--- src/design/exc_seq_pkg.sv ---
/*
  constants shared by the exception sequencer and its reset pulse generator.
  assumes one 20 MHz core bus clock and an 8-bit data, 16-bit address bus.
*/
package exc_seq_pkg;
  // clock and timing
  localparam int CLK_PERIOD_NS = 50;
  localparam int RST_DRIVE_CYCLES = 16; // pin held low, bus clock cycles
  localparam int RST_HOLD_CYCLES = 16; // further internal reset, pin released
  localparam logic [5:0] RST_CNT_W_MAX = 6'(RST_DRIVE_CYCLES + RST_HOLD_CYCLES - 1);
  localparam logic [5:0] RST_CNT_DRIVE_END = 6'(RST_DRIVE_CYCLES - 1);

  // vectors and reset values
  localparam logic [15:0] VEC_USER_HI = 16'hFFFE;
  localparam int VEC_MONITOR_BIT = 8; // address bit forced low in monitor mode
  localparam logic [15:0] SP_RESET = 16'h00FF;
  localparam logic [7:0] H_RESET = 8'h00;
  localparam logic [6:0] VEC_CODE_RESET = 7'h00;
  localparam logic [6:0] VEC_CODE_TRAP = 7'h01;
  localparam int CCR_MASK_BIT = 3;

  // opcodes decoded by the sequencer (plain defaults)
  localparam logic [7:0] software_trap_opcode = 8'h83;
  localparam logic [7:0] return_from_exception_op = 8'h80;
  localparam logic [7:0] set_mask_op = 8'h9B;
  localparam logic [7:0] clear_mask_op = 8'h9A;
  localparam logic [7:0] acc_to_ccr_op = 8'h84;

  // sequencer states, gray coded along entry, vector and return paths, except the ST_RUN to ST_R_SP and ST_V_CAP to ST_RUN steps
  typedef enum logic [4:0] {
    ST_RUN = 5'h00,
    ST_E_ADJ = 5'h01,
    ST_E_PCL = 5'h03,
    ST_E_PCH = 5'h02,
    ST_E_X = 5'h06,
    ST_E_A = 5'h07,
    ST_E_CCR = 5'h05,
    ST_V_H = 5'h04,
    ST_V_L = 5'h0C,
    ST_V_CAP = 5'h0D,
    ST_R_SP = 5'h0F,
    ST_R_CCR = 5'h0E,
    ST_R_A = 5'h0A,
    ST_R_X = 5'h0B,
    ST_R_PCH = 5'h09,
    ST_R_PCL = 5'h08
  } seq_state_t;
endpackage : exc_seq_pkg

--- src/design/reset_pulse_gen.sv ---
/*
  active reset pulse generator: drives the reset pin low, then holds internal
  reset with the pin released, then samples the pin to name the source.
  assumes the pin level arrives synchronous to mclk.
*/
`timescale 1ns/1ps
module reset_pulse_gen
  import exc_seq_pkg::*;
(
  input wire logic mclk,
  input wire logic rst,
  input wire logic internal_src,
  input wire logic reset_pin_in,
  output logic reset_pin_oe,
  output logic int_reset_reg,
  output logic internal_flag_reg
);
  logic [5:0] cnt_reg;
  logic busy_reg;

  //////////////////////////////////////////////////////////////////////////
  // pulse sequence: drive phase, hold phase, then sample the pin
  always_ff @(posedge mclk) begin
    if (rst) begin
      cnt_reg <= 6'h00;
      busy_reg <= 1'b0;
      reset_pin_oe <= 1'b0;
      int_reset_reg <= 1'b1;
      internal_flag_reg <= 1'b0;
    end else if (!busy_reg && internal_src) begin
      busy_reg <= 1'b1;
      cnt_reg <= 6'h00;
      reset_pin_oe <= 1'b1;
      int_reset_reg <= 1'b1;
      internal_flag_reg <= 1'b0;
    end else if (busy_reg) begin
      cnt_reg <= cnt_reg + 6'h01;
      if (cnt_reg == RST_CNT_DRIVE_END) begin
        reset_pin_oe <= 1'b0;
      end
      if (cnt_reg == RST_CNT_W_MAX) begin
        busy_reg <= 1'b0;
        int_reset_reg <= !reset_pin_in;
        internal_flag_reg <= reset_pin_in;
      end
    end else begin
      int_reset_reg <= !reset_pin_in; // external pin reset
    end
  end
endmodule : reset_pulse_gen

--- src/design/cpu_reset_interrupt_sequencer.sv ---
/*
  exception sequencer of an 8-bit core: interrupt recognition at instruction
  boundaries, forced trap opcode, stacking and unstacking, mask timing,
  reset vector fetch and reset pin pulse.
  assumes memory answers a read in the same cycle its strobe is high, and
  that the core stalls while seq_busy is high.
*/
`timescale 1ns/1ps
module cpu_reset_interrupt_sequencer
  import exc_seq_pkg::*;
(
  input wire logic mclk,
  input wire logic rst,
  input wire logic last_cycle,
  input wire logic op_first,
  input wire logic [7:0] next_opcode,
  input wire logic [15:0] pc_in,
  input wire logic [7:0] x_in,
  input wire logic [7:0] a_in,
  input wire logic [7:0] ccr_in,
  input wire logic h_load,
  input wire logic [7:0] h_in,
  input wire logic irq_pending,
  input wire logic irq_local_en,
  input wire logic [6:0] vec_code,
  input wire logic internal_reset_src,
  input wire logic reset_pin_in,
  input wire logic monitor_strap,
  input wire logic stop_enter,
  input wire logic wait_enter,
  input wire logic [7:0] bus_rdata,
  output logic [15:0] bus_addr_reg,
  output logic [7:0] bus_wdata_reg,
  output logic bus_rd_reg,
  output logic bus_wr_reg,
  output logic [7:0] opcode_holding_register,
  output logic [15:0] pc_reg,
  output logic pc_load_reg,
  output logic [15:0] sp_reg,
  output logic [7:0] h_reg,
  output logic ccr_mask_reg,
  output logic [7:0] a_restore_reg,
  output logic [7:0] x_restore_reg,
  output logic [7:0] ccr_restore_reg,
  output logic restore_valid_reg,
  output logic seq_busy_reg,
  output logic irq_ack_reg,
  output logic monitor_mode_reg,
  output logic stop_latch_reg,
  output logic wait_latch_reg,
  output logic reset_pin_oe,
  output logic internal_reset_flag
);
  seq_state_t state_reg, state_next;
  logic core_rst;
  logic int_reset;
  logic irq_seen_reg;
  logic pin_prev_reg;
  logic hw_entry_reg;
  logic [15:0] ret_pc_reg;
  logic [6:0] code_reg;
  logic take_hw;
  logic take_trap;
  logic take_ret;
  logic [15:0] addr_c;
  logic [7:0] wdata_c;
  logic rd_c;
  logic wr_c;
  logic [15:0] vec_addr;

  // vector address of a priority code, A8 cleared in monitor mode
  function automatic logic [15:0] vector_of(input logic [6:0] code, input logic mon);
    logic [15:0] v;
    v = VEC_USER_HI - {8'h00, code, 1'b0};
    if (mon) begin
      v[VEC_MONITOR_BIT] = 1'b0;
    end
    return v;
  endfunction : vector_of

  // opcodes that rewrite the mask in their first cycle
  function automatic logic is_mask_op(input logic [7:0] op);
    return (op == set_mask_op) || (op == clear_mask_op) || (op == acc_to_ccr_op);
  endfunction : is_mask_op

  //////////////////////////////////////////////////////////////////////////
  // reset pin pulse and source sampling
  reset_pulse_gen u_rst_pulse (
    .mclk(mclk),
    .rst(rst),
    .internal_src(internal_reset_src),
    .reset_pin_in(reset_pin_in),
    .reset_pin_oe(reset_pin_oe),
    .int_reset_reg(int_reset),
    .internal_flag_reg(internal_reset_flag)
  );

  // every reset source shares one path, ahead of all requests
  assign core_rst = rst || int_reset;

  //////////////////////////////////////////////////////////////////////////
  // boundary decisions, only in the final cycle of an instruction
  assign take_hw = (state_reg == ST_RUN) && last_cycle && irq_seen_reg && !ccr_mask_reg;
  assign take_trap = (state_reg == ST_RUN) && last_cycle && !take_hw
    && (next_opcode == software_trap_opcode);
  assign take_ret = (state_reg == ST_RUN) && last_cycle && !take_hw
    && (next_opcode == return_from_exception_op);
  assign vec_addr = vector_of(code_reg, monitor_mode_reg);

  // request seen a cycle late, so a last-cycle arrival waits a boundary
  always_ff @(posedge mclk) begin
    if (core_rst) begin
      irq_seen_reg <= 1'b0;
    end else begin
      irq_seen_reg <= irq_pending && irq_local_en;
    end
  end

  //////////////////////////////////////////////////////////////////////////
  // next state and bus access of the current state
  always_comb begin
    state_next = state_reg;
    addr_c = sp_reg;
    wdata_c = 8'h00;
    rd_c = 1'b0;
    wr_c = 1'b0;
    case (state_reg)
      ST_RUN: begin
        if (take_hw || take_trap) begin
          state_next = ST_E_ADJ;
        end else if (take_ret) begin
          state_next = ST_R_SP;
        end
      end
      ST_E_ADJ: state_next = ST_E_PCL;
      ST_E_PCL: begin
        wr_c = 1'b1;
        wdata_c = ret_pc_reg[7:0];
        state_next = ST_E_PCH;
      end
      ST_E_PCH: begin
        wr_c = 1'b1;
        wdata_c = ret_pc_reg[15:8];
        state_next = ST_E_X;
      end
      ST_E_X: begin
        wr_c = 1'b1;
        wdata_c = x_in;
        state_next = ST_E_A;
      end
      ST_E_A: begin
        wr_c = 1'b1;
        wdata_c = a_in;
        state_next = ST_E_CCR;
      end
      ST_E_CCR: begin
        wr_c = 1'b1;
        wdata_c = ccr_in;
        wdata_c[CCR_MASK_BIT] = ccr_mask_reg;
        state_next = ST_V_H;
      end
      ST_V_H: begin
        rd_c = 1'b1;
        addr_c = vec_addr;
        state_next = ST_V_L;
      end
      ST_V_L: begin
        rd_c = 1'b1;
        addr_c = vec_addr + 16'h0001;
        state_next = ST_V_CAP;
      end
      ST_V_CAP: state_next = ST_RUN;
      ST_R_SP, ST_R_CCR, ST_R_A, ST_R_X, ST_R_PCH: begin
        rd_c = 1'b1;
        addr_c = sp_reg + 16'h0001;
        case (state_reg)
          ST_R_SP: state_next = ST_R_CCR;
          ST_R_CCR: state_next = ST_R_A;
          ST_R_A: state_next = ST_R_X;
          ST_R_X: state_next = ST_R_PCH;
          default: state_next = ST_R_PCL;
        endcase
      end
      ST_R_PCL: state_next = ST_RUN;
      default: state_next = ST_V_H;
    endcase
  end

  //////////////////////////////////////////////////////////////////////////
  // state register; reset starts the vector fetch
  always_ff @(posedge mclk) begin
    if (core_rst) begin
      state_reg <= ST_V_H;
      seq_busy_reg <= 1'b1;
    end else begin
      state_reg <= state_next;
      seq_busy_reg <= (state_next != ST_RUN);
    end
  end

  // registered bus strobes, one cycle after the issuing state
  always_ff @(posedge mclk) begin
    if (core_rst) begin
      bus_addr_reg <= 16'h0000;
      bus_wdata_reg <= 8'h00;
      bus_rd_reg <= 1'b0;
      bus_wr_reg <= 1'b0;
    end else begin
      bus_addr_reg <= addr_c;
      bus_wdata_reg <= wdata_c;
      bus_rd_reg <= rd_c;
      bus_wr_reg <= wr_c;
    end
  end

  // stack pointer: decrement after push, increment before pull
  always_ff @(posedge mclk) begin
    if (core_rst) begin
      sp_reg <= SP_RESET;
    end else if (wr_c) begin
      sp_reg <= sp_reg - 16'h0001;
    end else if (rd_c && (state_reg != ST_V_H) && (state_reg != ST_V_L)) begin
      sp_reg <= sp_reg + 16'h0001;
    end
  end

  //////////////////////////////////////////////////////////////////////////
  // opcode holding register and entry capture
  always_ff @(posedge mclk) begin
    if (core_rst) begin
      opcode_holding_register <= 8'h00;
      hw_entry_reg <= 1'b0;
      ret_pc_reg <= 16'h0000;
      code_reg <= VEC_CODE_RESET;
    end else if (state_reg == ST_RUN && last_cycle) begin
      if (take_hw) begin
        opcode_holding_register <= software_trap_opcode;
        hw_entry_reg <= 1'b1;
        ret_pc_reg <= pc_in - 16'h0001;
        code_reg <= vec_code;
      end else begin
        opcode_holding_register <= next_opcode;
        hw_entry_reg <= 1'b0;
        ret_pc_reg <= pc_in;
        code_reg <= VEC_CODE_TRAP;
      end
    end else if (state_reg == ST_R_PCH) begin
      ret_pc_reg[15:8] <= bus_rdata;
    end else if (state_reg == ST_V_L) begin
      ret_pc_reg[15:8] <= bus_rdata;
    end
  end

  // program counter load at end of vector fetch or return
  always_ff @(posedge mclk) begin
    if (core_rst) begin
      pc_reg <= 16'h0000;
      pc_load_reg <= 1'b0;
      irq_ack_reg <= 1'b0;
    end else begin
      pc_load_reg <= 1'b0;
      irq_ack_reg <= 1'b0;
      if (state_reg == ST_V_CAP || state_reg == ST_R_PCL) begin
        pc_reg <= {ret_pc_reg[15:8], bus_rdata};
        pc_load_reg <= 1'b1;
        irq_ack_reg <= (state_reg == ST_V_CAP) && hw_entry_reg;
      end
    end
  end

  //////////////////////////////////////////////////////////////////////////
  // global mask: reset, entry cycle six, mask opcodes, return cycle two
  always_ff @(posedge mclk) begin
    if (core_rst) begin
      ccr_mask_reg <= 1'b1;
    end else if (state_reg == ST_E_CCR) begin
      ccr_mask_reg <= 1'b1;
    end else if (state_reg == ST_R_CCR) begin
      ccr_mask_reg <= bus_rdata[CCR_MASK_BIT];
    end else if (state_reg == ST_RUN && op_first && is_mask_op(opcode_holding_register)) begin
      case (opcode_holding_register)
        set_mask_op: ccr_mask_reg <= 1'b1;
        clear_mask_op: ccr_mask_reg <= 1'b0;
        default: ccr_mask_reg <= a_in[CCR_MASK_BIT];
      endcase
    end
  end

  // restored register values handed back to the core
  always_ff @(posedge mclk) begin
    if (core_rst) begin
      a_restore_reg <= 8'h00;
      x_restore_reg <= 8'h00;
      ccr_restore_reg <= 8'h00;
      restore_valid_reg <= 1'b0;
    end else begin
      restore_valid_reg <= (state_reg == ST_R_PCL);
      case (state_reg)
        ST_R_CCR: ccr_restore_reg <= bus_rdata;
        ST_R_A: a_restore_reg <= bus_rdata;
        ST_R_X: x_restore_reg <= bus_rdata;
        default: ccr_restore_reg <= ccr_restore_reg;
      endcase
    end
  end

  // index high byte: reset clears it, exception flows never touch it
  always_ff @(posedge mclk) begin
    if (core_rst) begin
      h_reg <= H_RESET;
    end else if (h_load && state_reg == ST_RUN) begin
      h_reg <= h_in;
    end
  end

  //////////////////////////////////////////////////////////////////////////
  // mode caught on the rising edge of the reset pin
  always_ff @(posedge mclk) begin
    if (rst) begin
      pin_prev_reg <= 1'b0;
      monitor_mode_reg <= 1'b0;
    end else begin
      pin_prev_reg <= reset_pin_in;
      if (reset_pin_in && !pin_prev_reg) begin
        monitor_mode_reg <= monitor_strap;
      end
    end
  end

  // low power latches, cleared by reset and by exception entry
  always_ff @(posedge mclk) begin
    if (core_rst) begin
      stop_latch_reg <= 1'b0;
      wait_latch_reg <= 1'b0;
    end else if (state_reg == ST_E_ADJ) begin
      stop_latch_reg <= stop_enter; // a new entry request wins over the clear
      wait_latch_reg <= wait_enter;
    end else begin
      stop_latch_reg <= stop_latch_reg || stop_enter;
      wait_latch_reg <= wait_latch_reg || wait_enter;
    end
  end
endmodule : cpu_reset_interrupt_sequencer

--- config.mk ---
export PLATFORM = sky130hd
export DESIGN_NAME = cpu_reset_interrupt_sequencer
export DESIGN_NICKNAME = d
export VERILOG_FILES = /design/src/design/exc_seq_pkg.sv /design/src/design/reset_pulse_gen.sv /design/src/design/cpu_reset_interrupt_sequencer.sv
export SDC_FILE = /design/constraint.sdc
export NUM_CORES = 1
export LEC_CHECK = 0
export ABC_AREA = 1
export ABC_CLOCK_PERIOD_IN_PS = 2900
export BUFFER_PORTS_ARGS = -buffer_cell sky130_fd_sc_hd__clkbuf_2
export CAP_MARGIN = 30
export CORE_ASPECT_RATIO = 0.6
export CORE_MARGIN = 5
export CORE_UTILIZATION = 45
export DETAILED_ROUTE_END_ITERATION = 10
export GPL_TIMING_DRIVEN = 1
export PLACE_DENSITY = 0.71
export SYNTH_ARGS = -nofsm -noshare
export SYNTH_HDL_FRONTEND = slang
export SYNTH_SLANG_ARGS = --single-unit
--- constraint.sdc ---
create_clock -name mclk -period 2.9 [get_ports mclk]
set_input_delay 0 -clock mclk [delete_from_list [all_inputs] [get_ports mclk]]
set_output_delay 0 -clock mclk [all_outputs]
set_load 0.01 [all_outputs]
# == Yosys cells after proc, flatten, opt, wreduce, memory -nomap -nowiden ==
# Cells that the tools add are included.
# op_classes
n_addsub,6
n_eq_ne,25
muxes,32
n_bitwise,1
n_reduce_logical,43
# ops
cell,count
5-bit one-hot mux with 10 select lines,1
16-bit two-way mux,3
16-bit one-hot mux with 3 select lines,1
5-bit by 4-bit == test with 1-bit output (second input constant),8
8-bit == test (second input constant),5
8-bit one-hot mux with 5 select lines,1
8-bit two-way mux,4
16-bit by 1-bit subtractor with 16-bit output (second input constant),2
5-bit by 3-bit == test with 1-bit output (second input constant),4
1-bit two-way mux,17
16-bit by 1-bit adder with 16-bit output (second input constant),1
1-bit logical AND,15
3-bit one-hot mux with 4 select lines,1
10-bit by 2-bit adder with 11-bit output (second input constant),1
5-bit by 2-bit == test with 1-bit output (second input constant),2
5-bit two-way mux,2
5-bit OR reduction,2
2-bit by 9-bit subtractor with 10-bit output (first input constant),1
2-bit nonzero test,4
2-bit OR reduction,4
1-bit logical OR,7
7-bit two-way mux,1
7-bit OR reduction,1
6-bit by 1-bit adder with 6-bit output (second input constant),1
other kinds (13),18
# totals
register_bits,147
in_bits,83
output_inout_bits,108
word_cells,138

# == Depth between registers and ports, before layout ==
# Gate-level depths: netlist (run 1).
# depth
ltp_word,11
mapped_depth,12
ltp_nobuf,11

# == By module ==
# From an unflattened synthesis (run 1), not the netlist that was laid out.
# hier_totals
cells_unflattened,1046
area_unflattened_um2,7274.5
# by_module_without_submodules
mod,n_inst,cells_each,area_each_um2,seq_area_each_um2
cpu_reset_interrupt_sequencer,1,988,6819.0,2742.6
reset_pulse_gen,1,58,455.4,200.2

# == Least setup slack after synthesis (run 1) ==
# OpenSTA, ideal clock, no wires.
# synth_timing
kind,register to register
startpoint,reg sp_reg[3]
endpoint,reg bus_addr_reg[15]
setup_time_ns,0.114
t_arrival_ns,1.449
required_ns,2.786
path_slack_ns,1.337
path_stages_with_launch,10
path_buffers,0
synth_period_minus_slack_ns,1.563
cell_sequence,dfxtp_1 > inv_1 > nor3_1 > nand2_1 > inv_1 > nand2_1 > o21ai_0 > nand2_1 > o21bai_1 > inv_1
# synth_via
elab_chain_cells,2
# synth_lines
element,line,rtl
from (decl),cpu_reset_interrupt_sequencer.sv:39,"output logic [15:0] sp_reg,"
from (signal assigned),cpu_reset_interrupt_sequencer.sv:221,sp_reg <= sp_reg - 16'h0001;
from (signal assigned),cpu_reset_interrupt_sequencer.sv:223,sp_reg <= sp_reg + 16'h0001;
16-bit by 1-bit adder with 16-bit output,cpu_reset_interrupt_sequencer.sv:175,addr_c = sp_reg + 16'h0001;
16-bit one-hot mux with 3 select lines,cpu_reset_interrupt_sequencer.sv:127,case (state_reg)
to (signal assigned),cpu_reset_interrupt_sequencer.sv:209,bus_addr_reg <= addr_c;
to (decl),cpu_reset_interrupt_sequencer.sv:32,"output logic [15:0] bus_addr_reg,"
# Every way passes these cells.
# A chain may end at the register's enable or synchronous reset.

# == Worst setup path in the final report (run 1) ==
# layout_timing
startpoint,reg state_reg[0]
endpoint,reg bus_wdata_reg[1]
# layout_via
elab_chain_cells,2
word_cells_on_any_way,6
classes_between,eq/ne: 5; mux: 1
# layout_lines
element,line,rtl
from (decl),cpu_reset_interrupt_sequencer.sv:54,"seq_state_t state_reg, state_next;"
from (signal assigned),cpu_reset_interrupt_sequencer.sv:196,state_reg <= state_next;
5-bit by 3-bit == test with 1-bit output / 5-bit by 2-bit == test with 1-bit output (equally long branches),cpu_reset_interrupt_sequencer.sv:127,
8-bit one-hot mux with 5 select lines (*),cpu_reset_interrupt_sequencer.sv:127,
to (signal assigned),cpu_reset_interrupt_sequencer.sv:210,bus_wdata_reg <= wdata_c;
to (decl),cpu_reset_interrupt_sequencer.sv:33,"output logic [7:0] bus_wdata_reg,"
# Every way passes the cells marked *; elsewhere a longest branch is shown, timed or not.

==> flow_summary.json, run 1 <==
{
  "globalRouteMet3Util": 0.0686,
  "die_area_um2": 18500,
  "regArea_um2": 2940,
  "critPathCaptureType": "flip-flop",
  "max-clock-path-buffers": 2,
  "layout.cells.most_common_list": "208 x sky130_fd_sc_hd__nand2_1, 201 x sky130_fd_sc_hd__nor2_1, 189 x sky130_fd_sc_hd__clkbuf_2",
  "fillers": 1420,
  "hp-start": "a_in[6]",
  "clkSlewWorstSetupHoldPaths_ps": 70,
  "period_needed_ps": 2470,
  "routedWlPerCell_um": 16.2,
  "route.final.wire_length_um": 24500,
  "final_max_slew_viol_count": 0,
  "final_antenna_net_count": 0,
  "design.core.area_um2": 15400,
  "fmax_mhz": 404,
  "multi_input_area_um2": 3650,
  "initial_utilization": 0.462,
  "globalRouteOverflowTotal": 0,
  "grt_pass1_wl_um": 38500,
  "synth_seq_cells": 147,
  "finalCoreUtilization": 0.619,
  "r2r-start": "state_reg[0]",
  "synth.yosys.seq_area_share": 0.414,
  "count_of_unique_library_cells_instantiated_by_yosys": 45,
  "port_buffers": 189,
  "grt_pass1_vias": 7177,
  "post_route_fraction_of_the_period_consumed_by_the_critical_path": 0.853,
  "crit_fanout": 15,
  "worst_path_most_repeated_cell": "sky130_fd_sc_hd__nand2_1",
  "critical_path.cell_chain": "nand2_1 -> nor2_4 -> nand2_2 -> nand3_2 -> buf_4 -> nand2_1 -> a31oi_1 -> dlygate4sd3_1",
  "final-setup-viol-count": 0,
  "power_density_nw_per_um2": 488,
  "worst_clock_skew_ps": 12.5,
  "postLayoutSetupSlackWorst_ps": 426,
  "irDropWorstVdd_mv": 0.398,
  "chipHeight_um": 107,
  "grt_start_max_net_pins": 71,
  "avgSynthCellArea_um2": 6.85,
  "post_route_cells_drive_above_1_share": 0.212,
  "critical-path-max-stage-delay_ps": 570,
  "gp_congestion": 0.983,
  "final_nets": 1384,
  "criticalPathCategory": "flip-flop to flip-flop",
  "numClockSinks": 147,
  "dieWidth_um": 172,
  "first_element_of_the_critical_path": "state_reg[0]",
  "ctsResizeCount": 0,
  "boundaryPins": 191,
  "number_of_antenna_violations_at_the_first_check_in_global_routing": 0,
  "dr.first_iter.drc_count": 779,
  "cellLeakagePower_uw": 0.00434,
  "mappedNetlistNets": 1126,
  "drt_first_pass_iters": 5,
  "drt_drc_violations_left": 0,
  "status": "finished clean",
  "hold_slack_ps": 38.2,
  "crit_path_start_kind": "flip-flop",
  "netlist_instances": 1039,
  "cts_buffers": 17,
  "grt-busiest-layer": "met1",
  "synth_warnings": 0,
  "dp_hpwl_um": 17900,
  "cts_tree": "done",
  "timing.slew.headroom": 0.437,
  "worstHoldPathType": "input port to flip-flop",
  "totalNegativeSetupSlack_ps": 0,
  "post_drt_via_cell_ratio": 5.27,
  "syn_to_final_growth_pct": 34.0,
  "antenna-diode-count": 0,
  "worstPathArrival_ps": 2840,
  "detailedPlace.worstSlack_ps": 905,
  "grt.met2_usage": 0.350,
  "dr_total_vias": 7970,
  "grt_util_met1": 0.414,
  "worstMarginPinSlew_ps": 838,
  "worst-endpoint-required_ps": 3270,
  "max_cap_violations": 0,
  "syn-cell-area_um2": 7120,
  "power_uw": 4650,
  "cts_max_level": 4,
  "rows": 35,
  "clock-root-buffer": "sky130_fd_sc_hd__clkbuf_16",
  "globalRouteTotalUtil": 0.263,
  "finalHoldViolCount": 0,
  "mostFrequentLayoutCell": "sky130_fd_sc_hd__nand2_1",
  "critical_path.slowest_cell": "sky130_fd_sc_hd__dfxtp_1",
  "grt_setup_unrepaired": "no",
  "worst_skew_pair_latency_ps": 430
}
==> Yosys cell counts (all sizes together) <==
master	count	area, um2
a211oi	7	52.6
a21oi	73	377
a221oi	1	8.76
a31oi	8	50.1
a41oi	1	8.76
and2	1	6.26
buf	16	111
clkbuf	14	52.6
clkinv	5	20.0
conb	1	3.75
dfxtp	147	2940
ha	4	50.1
inv	93	349
nand2	215	835
nand3	88	465
nand3b	2	15.0
nand4	14	87.6
nor2	215	898
nor2b	1	6.26
nor3	13	65.1
nor4	1	6.26
o2111ai	3	26.3
o211ai	3	22.5
o21ai	85	429
o21ba	1	10.0
o21bai	1	7.51
o221a	1	11.3
o221ai	2	17.5
o22ai	2	12.5
or2	6	37.5
xnor2	4	35.0
xor2	11	96.3
==> stage by stage <==
stage	cell area, um2	instances
global placement	8250	1413
global route	9540	1513
detailed placement	8250	1413
finish	9540	1513
floorplan	7120	1039
CTS	9540	1513
==> power breakdown <==
part / leakage, uW / internal [uW] / switching, uW
Clock: 0.000294 / 1310 / 983
Combinational: 0.00286 / 144 / 165
Sequential: 0.00119 / 2030 / 13.5
Total: 0.00434 / 3490 / 1160
==> per-layer routing <==
layer	wire length, um	vias to the layer above
met1	11700	3590
met4	364	0
met5	0	-
met2	9450	429
met3	2940	32
li1	-	3919
==> kinds of logic after synthesis <==
| kind of cell | Yosys count | synth area share |
|---|---|---|
| AND/OR/NAND/NOR | 556 | 0.340 |
| AO/OA/AOI/OAI | 188 | 0.145 |
| flip-flops | 147 | 0.414 |
| buffers and inverters | 128 | 0.0749 |
| XOR/XNOR | 15 | 0.0185 |
| adder cells (fa/ha/maj) | 4 | 0.00703 |
| other | 1 | 0.000527 |
==> critical path: cells and delay by family (launching register included) <==
kind / cells / cell delay [ps]
AND/OR/NAND/NOR: 5 / 840
AO/OA/AOI/OAI: 1 / 200
buffers and inverters: 2 / 810
flip-flops: 1 / 570
==> cell type report <==
type / count / area share
clock buffers: 17 / 0.0446
clock inverters: 15 / 0.0190
flip-flops and latches: 147 / 0.309
well taps: 203 / 0.0266
inverters: 98 / 0.0387
repair buffers: 269 / 0.180
multi-input cells: 764 / 0.383
==> timing repair <==
action,4_1_cts,5_1_grt
endpoints found under the hold margin,81,0
hold buffers,68,0
setup buffers,0,0
==> path summary, 6_finish.rpt <==
kind	end	slack, ps	cells past startpoint
worst min-delay path	bus_wdata_reg[6]	40	5
worst min register to register	irq_ack_reg	460	2
worst max register to register	bus_wdata_reg[1]	430	8
worst max-delay path	bus_wdata_reg[1]	430	8
Note: power is estimated with default switching activity, not from simulation.
==> run 2: changes to the inputs <==
==> constraint.sdc (replaced) <==
create_clock -name mclk -period 2.9 [get_ports mclk]
set_input_delay 0.58 -clock mclk [delete_from_list [all_inputs] [get_ports mclk]]
set_output_delay 0.58 -clock mclk [all_outputs]
set_load 0.01 [all_outputs]
==> run 2 against run 1 <==
Wire length decreased by 3.1%; final area decreased by 7.3%; total power decreased by 3.6%; clock skew increased by 3.1 ps; via count decreased by 4.5%; first-iteration DRC count increased by 7.8%; global-route usage decreased by 1.1 points; register-to-register slack improved by 360 ps; die area unchanged; non-clock buffer count decreased by 67; combinational power decreased by 23%.
==> flow_summary.json, run 2 (synthesis gave the netlist of run 1 again) <==
{
  "clkSlewWorstSetupHoldPaths_ps": 70,
  "worstMarginPinSlew_ps": 816,
  "boundaryPins": 191,
  "numClockSinks": 147,
  "cts_tree": "done",
  "worstPathArrival_ps": 2430,
  "irDropWorstVdd_mv": 0.343,
  "globalRouteTotalUtil": 0.252,
  "cts_max_level": 4,
  "worst_skew_pair_latency_ps": 420,
  "regToRegSetupSlack_ps": 790,
  "grt_pass1_wl_um": 36800,
  "period_needed_ps": 2110,
  "gp_congestion": 0.983,
  "design.core.area_um2": 15400,
  "number_of_antenna_violations_at_the_first_check_in_global_routing": 0,
  "crit_path_start_kind": "flip-flop",
  "port_buffers": 189,
  "post_route_cells_drive_above_1_share": 0.224,
  "max_cap_violations": 0,
  "cts_buffers": 17,
  "whs_path_depth": 3,
  "crit_fanout": 9,
  "critical_path.reg2reg.endpoint": "sp_reg[13]",
  "initial_utilization": 0.462,
  "dr_total_vias": 7610,
  "mostFrequentLayoutCell": "sky130_fd_sc_hd__nand2_1",
  "final-setup-viol-count": 0,
  "worstHoldPathType": "input port to flip-flop",
  "finalHoldViolCount": 0,
  "cts_hold_repair.buffers": 0,
  "syn_to_final_growth_pct": 24.3,
  "power_uw": 4480,
  "totalNegativeSetupSlack_ps": 0,
  "status": "finished clean",
  "r2r-start": "state_reg[0]",
  "critical_path.cell_chain": "nand2_1 -> nor2_4 -> nand2_2 -> nand3_2 -> clkinv_1 -> nand3_1 -> nand3_1 -> nand2_1 -> inv_1",
  "dp_hpwl_um": 18000,
  "final_nets": 1317,
  "die_area_um2": 18500,
  "post_drt_via_cell_ratio": 5.26,
  "grt_setup_unrepaired": "no",
  "rows": 35,
  "fmax_mhz": 474,
  "number_of_cells_on_the_worst_reg_to_reg_path": 9,
  "dieWidth_um": 172,
  "ctsResizeCount": 0,
  "globalRouteOverflowTotal": 0,
  "worst_clock_skew_ps": 15.6,
  "clock-root-buffer": "sky130_fd_sc_hd__clkbuf_16",
  "cp_top_family": "simple AND/OR/NAND/NOR gates",
  "worst-endpoint-required_ps": 3220,
  "detailedPlace.worstSlack_ps": 850,
  "first_element_of_the_critical_path": "state_reg[0]",
  "critPathCaptureType": "flip-flop",
  "timing.slew.headroom": 0.452,
  "critical_path_depth": 9,
  "critical-path-max-stage-delay_ps": 570,
  "routedWlPerCell_um": 16.4,
  "final_antenna_net_count": 0,
  "finalCoreUtilization": 0.574,
  "grt_pass1_vias": 6810,
  "crit_path_to": "sp_reg[13]",
  "drt_drc_violations_left": 0,
  "max-clock-path-buffers": 2,
  "postLayoutSetupSlackWorst_ps": 788,
  "criticalPathCategory": "flip-flop to flip-flop",
  "route.final.wire_length_um": 23700,
  "worst-path-buf-inv": 2,
  "power_density_nw_per_um2": 507,
  "cellLeakagePower_uw": 0.00406,
  "drt_first_pass_iters": 5,
  "hold_slack_ps": 363,
  "final_max_slew_viol_count": 0,
  "grt_start_max_net_pins": 71,
  "post_route_fraction_of_the_period_consumed_by_the_critical_path": 0.728,
  "antenna-diode-count": 0,
  "critical_path.slowest_cell": "sky130_fd_sc_hd__dfxtp_1",
  "chipHeight_um": 107,
  "layout.cells.most_common_list": "208 x sky130_fd_sc_hd__nand2_1, 201 x sky130_fd_sc_hd__nor2_1, 189 x sky130_fd_sc_hd__clkbuf_2",
  "cts_setup_buffers": 0,
  "dr.first_iter.drc_count": 840
}
run 2: cell types whose count changed in the layout (fill, tap and decap cells not counted):
cell                            change
sky130_fd_sc_hd__buf_4              +1
sky130_fd_sc_hd__dlygate4sd3_1     -68
sky130_fd_sc_hd__clkinv_4           +2
sky130_fd_sc_hd__bufinv_16          -1
sky130_fd_sc_hd__inv_6              -1
run 2: per-stage QoR:
stage / std cells / area [um2]
finish: 1446 / 8840
floorplan: 1039 / 7120
detailed placement: 1414 / 8260
global placement: 1414 / 8260
CTS: 1446 / 8840
global route: 1446 / 8840
run 2: final cells by class:
cell class                 instances  area [um2]
timing repair buffer             202        1040
clock buffer                      17         425
tap                              203         254
clock inverter                    15         160
inverter                          98         369
fill                            1514        6570
multi-input combinational        764        3650
sequential                       147        2940
run 2: power breakdown:
part	switching (uW)	internal [uW]	total (uW)	leakage, uW
sequential	13.7	2030	2050	0.00119
combinational	147	89.0	236	0.00259
clock	972	1220	2200	0.000284
total	1130	3350	4480	0.00406
run 2: layer usage:
layer,global-route usage,vias up,routed length [um]
met5,0,-,0
met4,0.0600,0,229
met3,0.0723,18,2940
met2,0.321,395,8870
met1,0.404,3399,11700
li1,-,3798,-
run 2: tightest hold or removal path, stage by stage:
cell and delay, ps:
sky130_fd_sc_hd__clkbuf_2 80, sky130_fd_sc_hd__nand2_1 50, sky130_fd_sc_hd__nor2_1 40
run 2: worst min path at each step:
stage	end	start	slack, ps
floorplan	irq_ack_reg	hw_entry_reg	420
global placement	irq_ack_reg	hw_entry_reg	440
detailed placement	irq_ack_reg	hw_entry_reg	450
CTS	irq_seen_reg	irq_local_en	360
global route	irq_seen_reg	irq_local_en	370
finish	irq_seen_reg	irq_local_en	360
==> run 3: changes to the inputs <==
Settings changed: ABC_AREA 1 to 0, ABC_CLOCK_PERIOD_IN_PS 2900 to 1800, PLACE_DENSITY 0.71 to 0.75.
Clock period 2.9 ns to 1.8 ns, I/O delays scaled along.
==> run 3 against run 2 <==
The run now ends with negative setup slack left; final cell count shrank 13%; final area grew 6.8%; sequential share of layout area down 2.0 points; clock-buffer cell count rose by 1; global-route usage fell by 0.80 points; die area decreased by 6.3%; clock skew down 6.8 ps; sequential power grew 60%; critical path type is now input port to flip-flop; largest cell class unchanged; largest power group unchanged; highest routed layer unchanged.
==> flow_summary.json, run 3 <==
{
  "port_buffers": 189,
  "worstHoldPathType": "input port to flip-flop",
  "cts_max_level": 4,
  "max_cap_violations": 0,
  "detailedPlace.worstSlack_ps": -736,
  "synth_seq_cells": 147,
  "synth_xor_xnor_area_share": 0.0356,
  "synth_enable_flop_cells": 0,
  "status": "complete, but fails checks",
  "grt_start_max_net_pins": 40,
  "synthSimpleGateAreaFrac": 0.223,
  "worstPathArrival_ps": 2490,
  "final_max_slew_viol_count": 0,
  "synth_warnings": 0,
  "post_route_cells_drive_above_1_share": 0.367,
  "period_needed_ps": 2150,
  "hp-start": "stop_enter",
  "synthMostInstantiatedCell": "sky130_fd_sc_hd__dfxtp_1",
  "fmax_mhz": 464,
  "synth-compound-area-share": 0.159,
  "power_uw": 7790,
  "crit_fanout": 4,
  "initial_utilization": 0.459,
  "grt_setup_unrepaired": "yes",
  "grt_pass1_wl_um": 34600,
  "clock-root-buffer": "sky130_fd_sc_hd__clkbuf_16",
  "mostFrequentLayoutCell": "sky130_fd_sc_hd__clkbuf_2",
  "dp_hpwl_um": 16100,
  "cts_buffers": 17,
  "final_nets": 1135,
  "boundaryPins": 191,
  "cts_hold_repair.buffers": 0,
  "whs_path_depth": 3,
  "worst_clock_skew_ps": 8.75,
  "chipHeight_um": 104,
  "crit_path_start_kind": "input port",
  "multi_input_area_um2": 3630,
  "finalHoldViolCount": 0,
  "cts_tree": "done",
  "most_instantiated_cells_after_synthesis": "147 x sky130_fd_sc_hd__dfxtp_1, 105 x sky130_fd_sc_hd__nor2_1, 75 x sky130_fd_sc_hd__a21oi_1, 66 x sky130_fd_sc_hd__nand2_1, 53 x sky130_fd_sc_hd__mux2i_1",
  "post_route_fraction_of_the_period_consumed_by_the_critical_path": 1.20,
  "drt_drc_violations_left": 0,
  "rows": 34,
  "number_of_cells_on_the_worst_reg_to_reg_path": 5,
  "grt_pass1_vias": 6444,
  "numClockSinks": 147,
  "critPathCaptureType": "flip-flop",
  "placedCellCount": 1218,
  "cellLeakagePower_uw": 0.00400,
  "irDropWorstVdd_mv": 0.780,
  "hold_slack_ps": 149,
  "synth_top_cell_by_area": "sky130_fd_sc_hd__dfxtp_1",
  "grt-busiest-layer": "met1",
  "globalRouteOverflowTotal": 0,
  "syn_to_final_growth_pct": 42.4,
  "mappedNetlistNets": 871,
  "number_of_antenna_violations_at_the_first_check_in_global_routing": 0,
  "max-clock-path-buffers": 2,
  "syn-cell-area_um2": 6630,
  "layout.cells.most_common_list": "188 x sky130_fd_sc_hd__clkbuf_2, 141 x sky130_fd_sc_hd__dfxtp_1, 100 x sky130_fd_sc_hd__nor2_1",
  "route.final.wire_length_um": 22600,
  "avgSynthCellArea_um2": 8.46,
  "violations": "negative setup slack",
  "antenna-diode-count": 0,
  "dr_total_vias": 6929,
  "timing.hold.worst_endpoint": "stop_latch_reg",
  "grt.met2_usage": 0.345,
  "yosys-mux-area-fraction": 0.0935,
  "postLayoutSetupSlackWorst_ps": -354,
  "dieWidth_um": 167,
  "regArea_um2": 2950,
  "routedWlPerCell_um": 17.9,
  "synth_top_family_by_area": "simple AND/OR/NAND/NOR gates",
  "dr.first_iter.drc_count": 821,
  "final_antenna_net_count": 0,
  "final-setup-viol-count": 3,
  "synth.top_cells.by_area": "sky130_fd_sc_hd__dfxtp_1 44%, sky130_fd_sc_hd__mux2i_1 8.0%, sky130_fd_sc_hd__nor2_1 5.9%",
  "post_drt_via_cell_ratio": 5.50,
  "r2r-start": "state_reg[3]",
  "worst_skew_pair_latency_ps": 420,
  "count_of_unique_library_cells_instantiated_by_yosys": 57,
  "worst-endpoint-required_ps": 2140,
  "power_density_nw_per_um2": 825,
  "synth.yosys.seq_area_share": 0.444,
  "criticalPathCategory": "input port to flip-flop",
  "postSynth.topFlopCell": "sky130_fd_sc_hd__dfxtp_1",
  "finalCoreUtilization": 0.653,
  "instances_no_fill": 1259,
  "netlist_instances": 784,
  "grt_util_met1": 0.365,
  "design.core.area_um2": 14500,
  "globalRouteMet3Util": 0.0657,
  "gp_congestion": 0.911,
  "die_area_um2": 17300,
  "globalRouteTotalUtil": 0.244,
  "critical_path.reg2reg.endpoint": "ret_pc_reg[15]",
  "synth_adder_area_share": 0.00754,
  "regToRegSetupSlack_ps": -120,
  "synth.top_cell.area_share": 0.444,
  "fillers": 1203,
  "drt_first_pass_iters": 6,
  "fraction_of_registers_with_async_set_reset": 0,
  "clkSlewWorstSetupHoldPaths_ps": 60
}
run 3: final cells by class:
class / instances / share of cell area
inverters: 13 / 0.00517
well taps: 198 / 0.0262
repair buffers: 298 / 0.200
flip-flops and latches: 147 / 0.312
multi-input cells: 571 / 0.384
clock inverters: 14 / 0.0266
clock buffers: 18 / 0.0454
run 3: per-stage QoR:
stage	instance area, um2	TNS [ps]
detailed placement	8510	-3410
global placement	8510	-3010
global route	9440	-770
CTS	9240	-549
floorplan	6690	-1570
finish	9440	-666
run 3: worst max path at each step:
stage / cells past startpoint / from / slack [ps] / to
final: 6 / pc_in[5] / -350 / ret_pc_reg[15]
after global routing: 6 / pc_in[5] / -360 / ret_pc_reg[15]
after CTS: 6 / pc_in[5] / -300 / ret_pc_reg[15]
after detailed placement: 6 / pc_in[5] / -740 / ret_pc_reg[15]
after global placement: 6 / pc_in[5] / -710 / ret_pc_reg[15]
after floorplan: 5 / pc_in[5] / -570 / ret_pc_reg[15]
run 3: kinds of logic after synthesis:
group / after synthesis
and+or+nand+nor: 304
AOI/OAI and AO/OA: 174
DFF: 147
buffers and inverters: 66
muxes: 61
xor gates and xnor gates: 27
adders and majority gates: 4
other: 1
run 3: repair_timing:
item / in CTS / in global routing
gates resized for setup: 9 / 37
setup buffers: 0 / 9
pin swaps: 0 / 10
endpoints found under the setup margin: 15 / 39
run 3: critical path, stage by stage:
cell	delay, ps
sky130_fd_sc_hd__buf_6	90
sky130_fd_sc_hd__or4_4	540
sky130_fd_sc_hd__or4_4	460
sky130_fd_sc_hd__or4_4	460
sky130_fd_sc_hd__or4_4	420
sky130_fd_sc_hd__a31oi_1	150
run 3: metal layers:
metal  wire (um)  up-vias  part of all wire
li1            -     3327                 -
met1       10600     3233              0.47
met2        9530      341              0.42
met3        2180       28             0.096
met4         279        0             0.012
met5           0        -                 0
run 3: power by group:
group / switching [uW] / internal (uW) / total, uW / leakage [uW]
sequential: 14.5 / 3270 / 3290 / 0.00119
clock: 1490 / 2630 / 4120 / 0.000327
combinational: 196 / 181 / 377 / 0.00248
total: 1700 / 6080 / 7790 / 0.00400
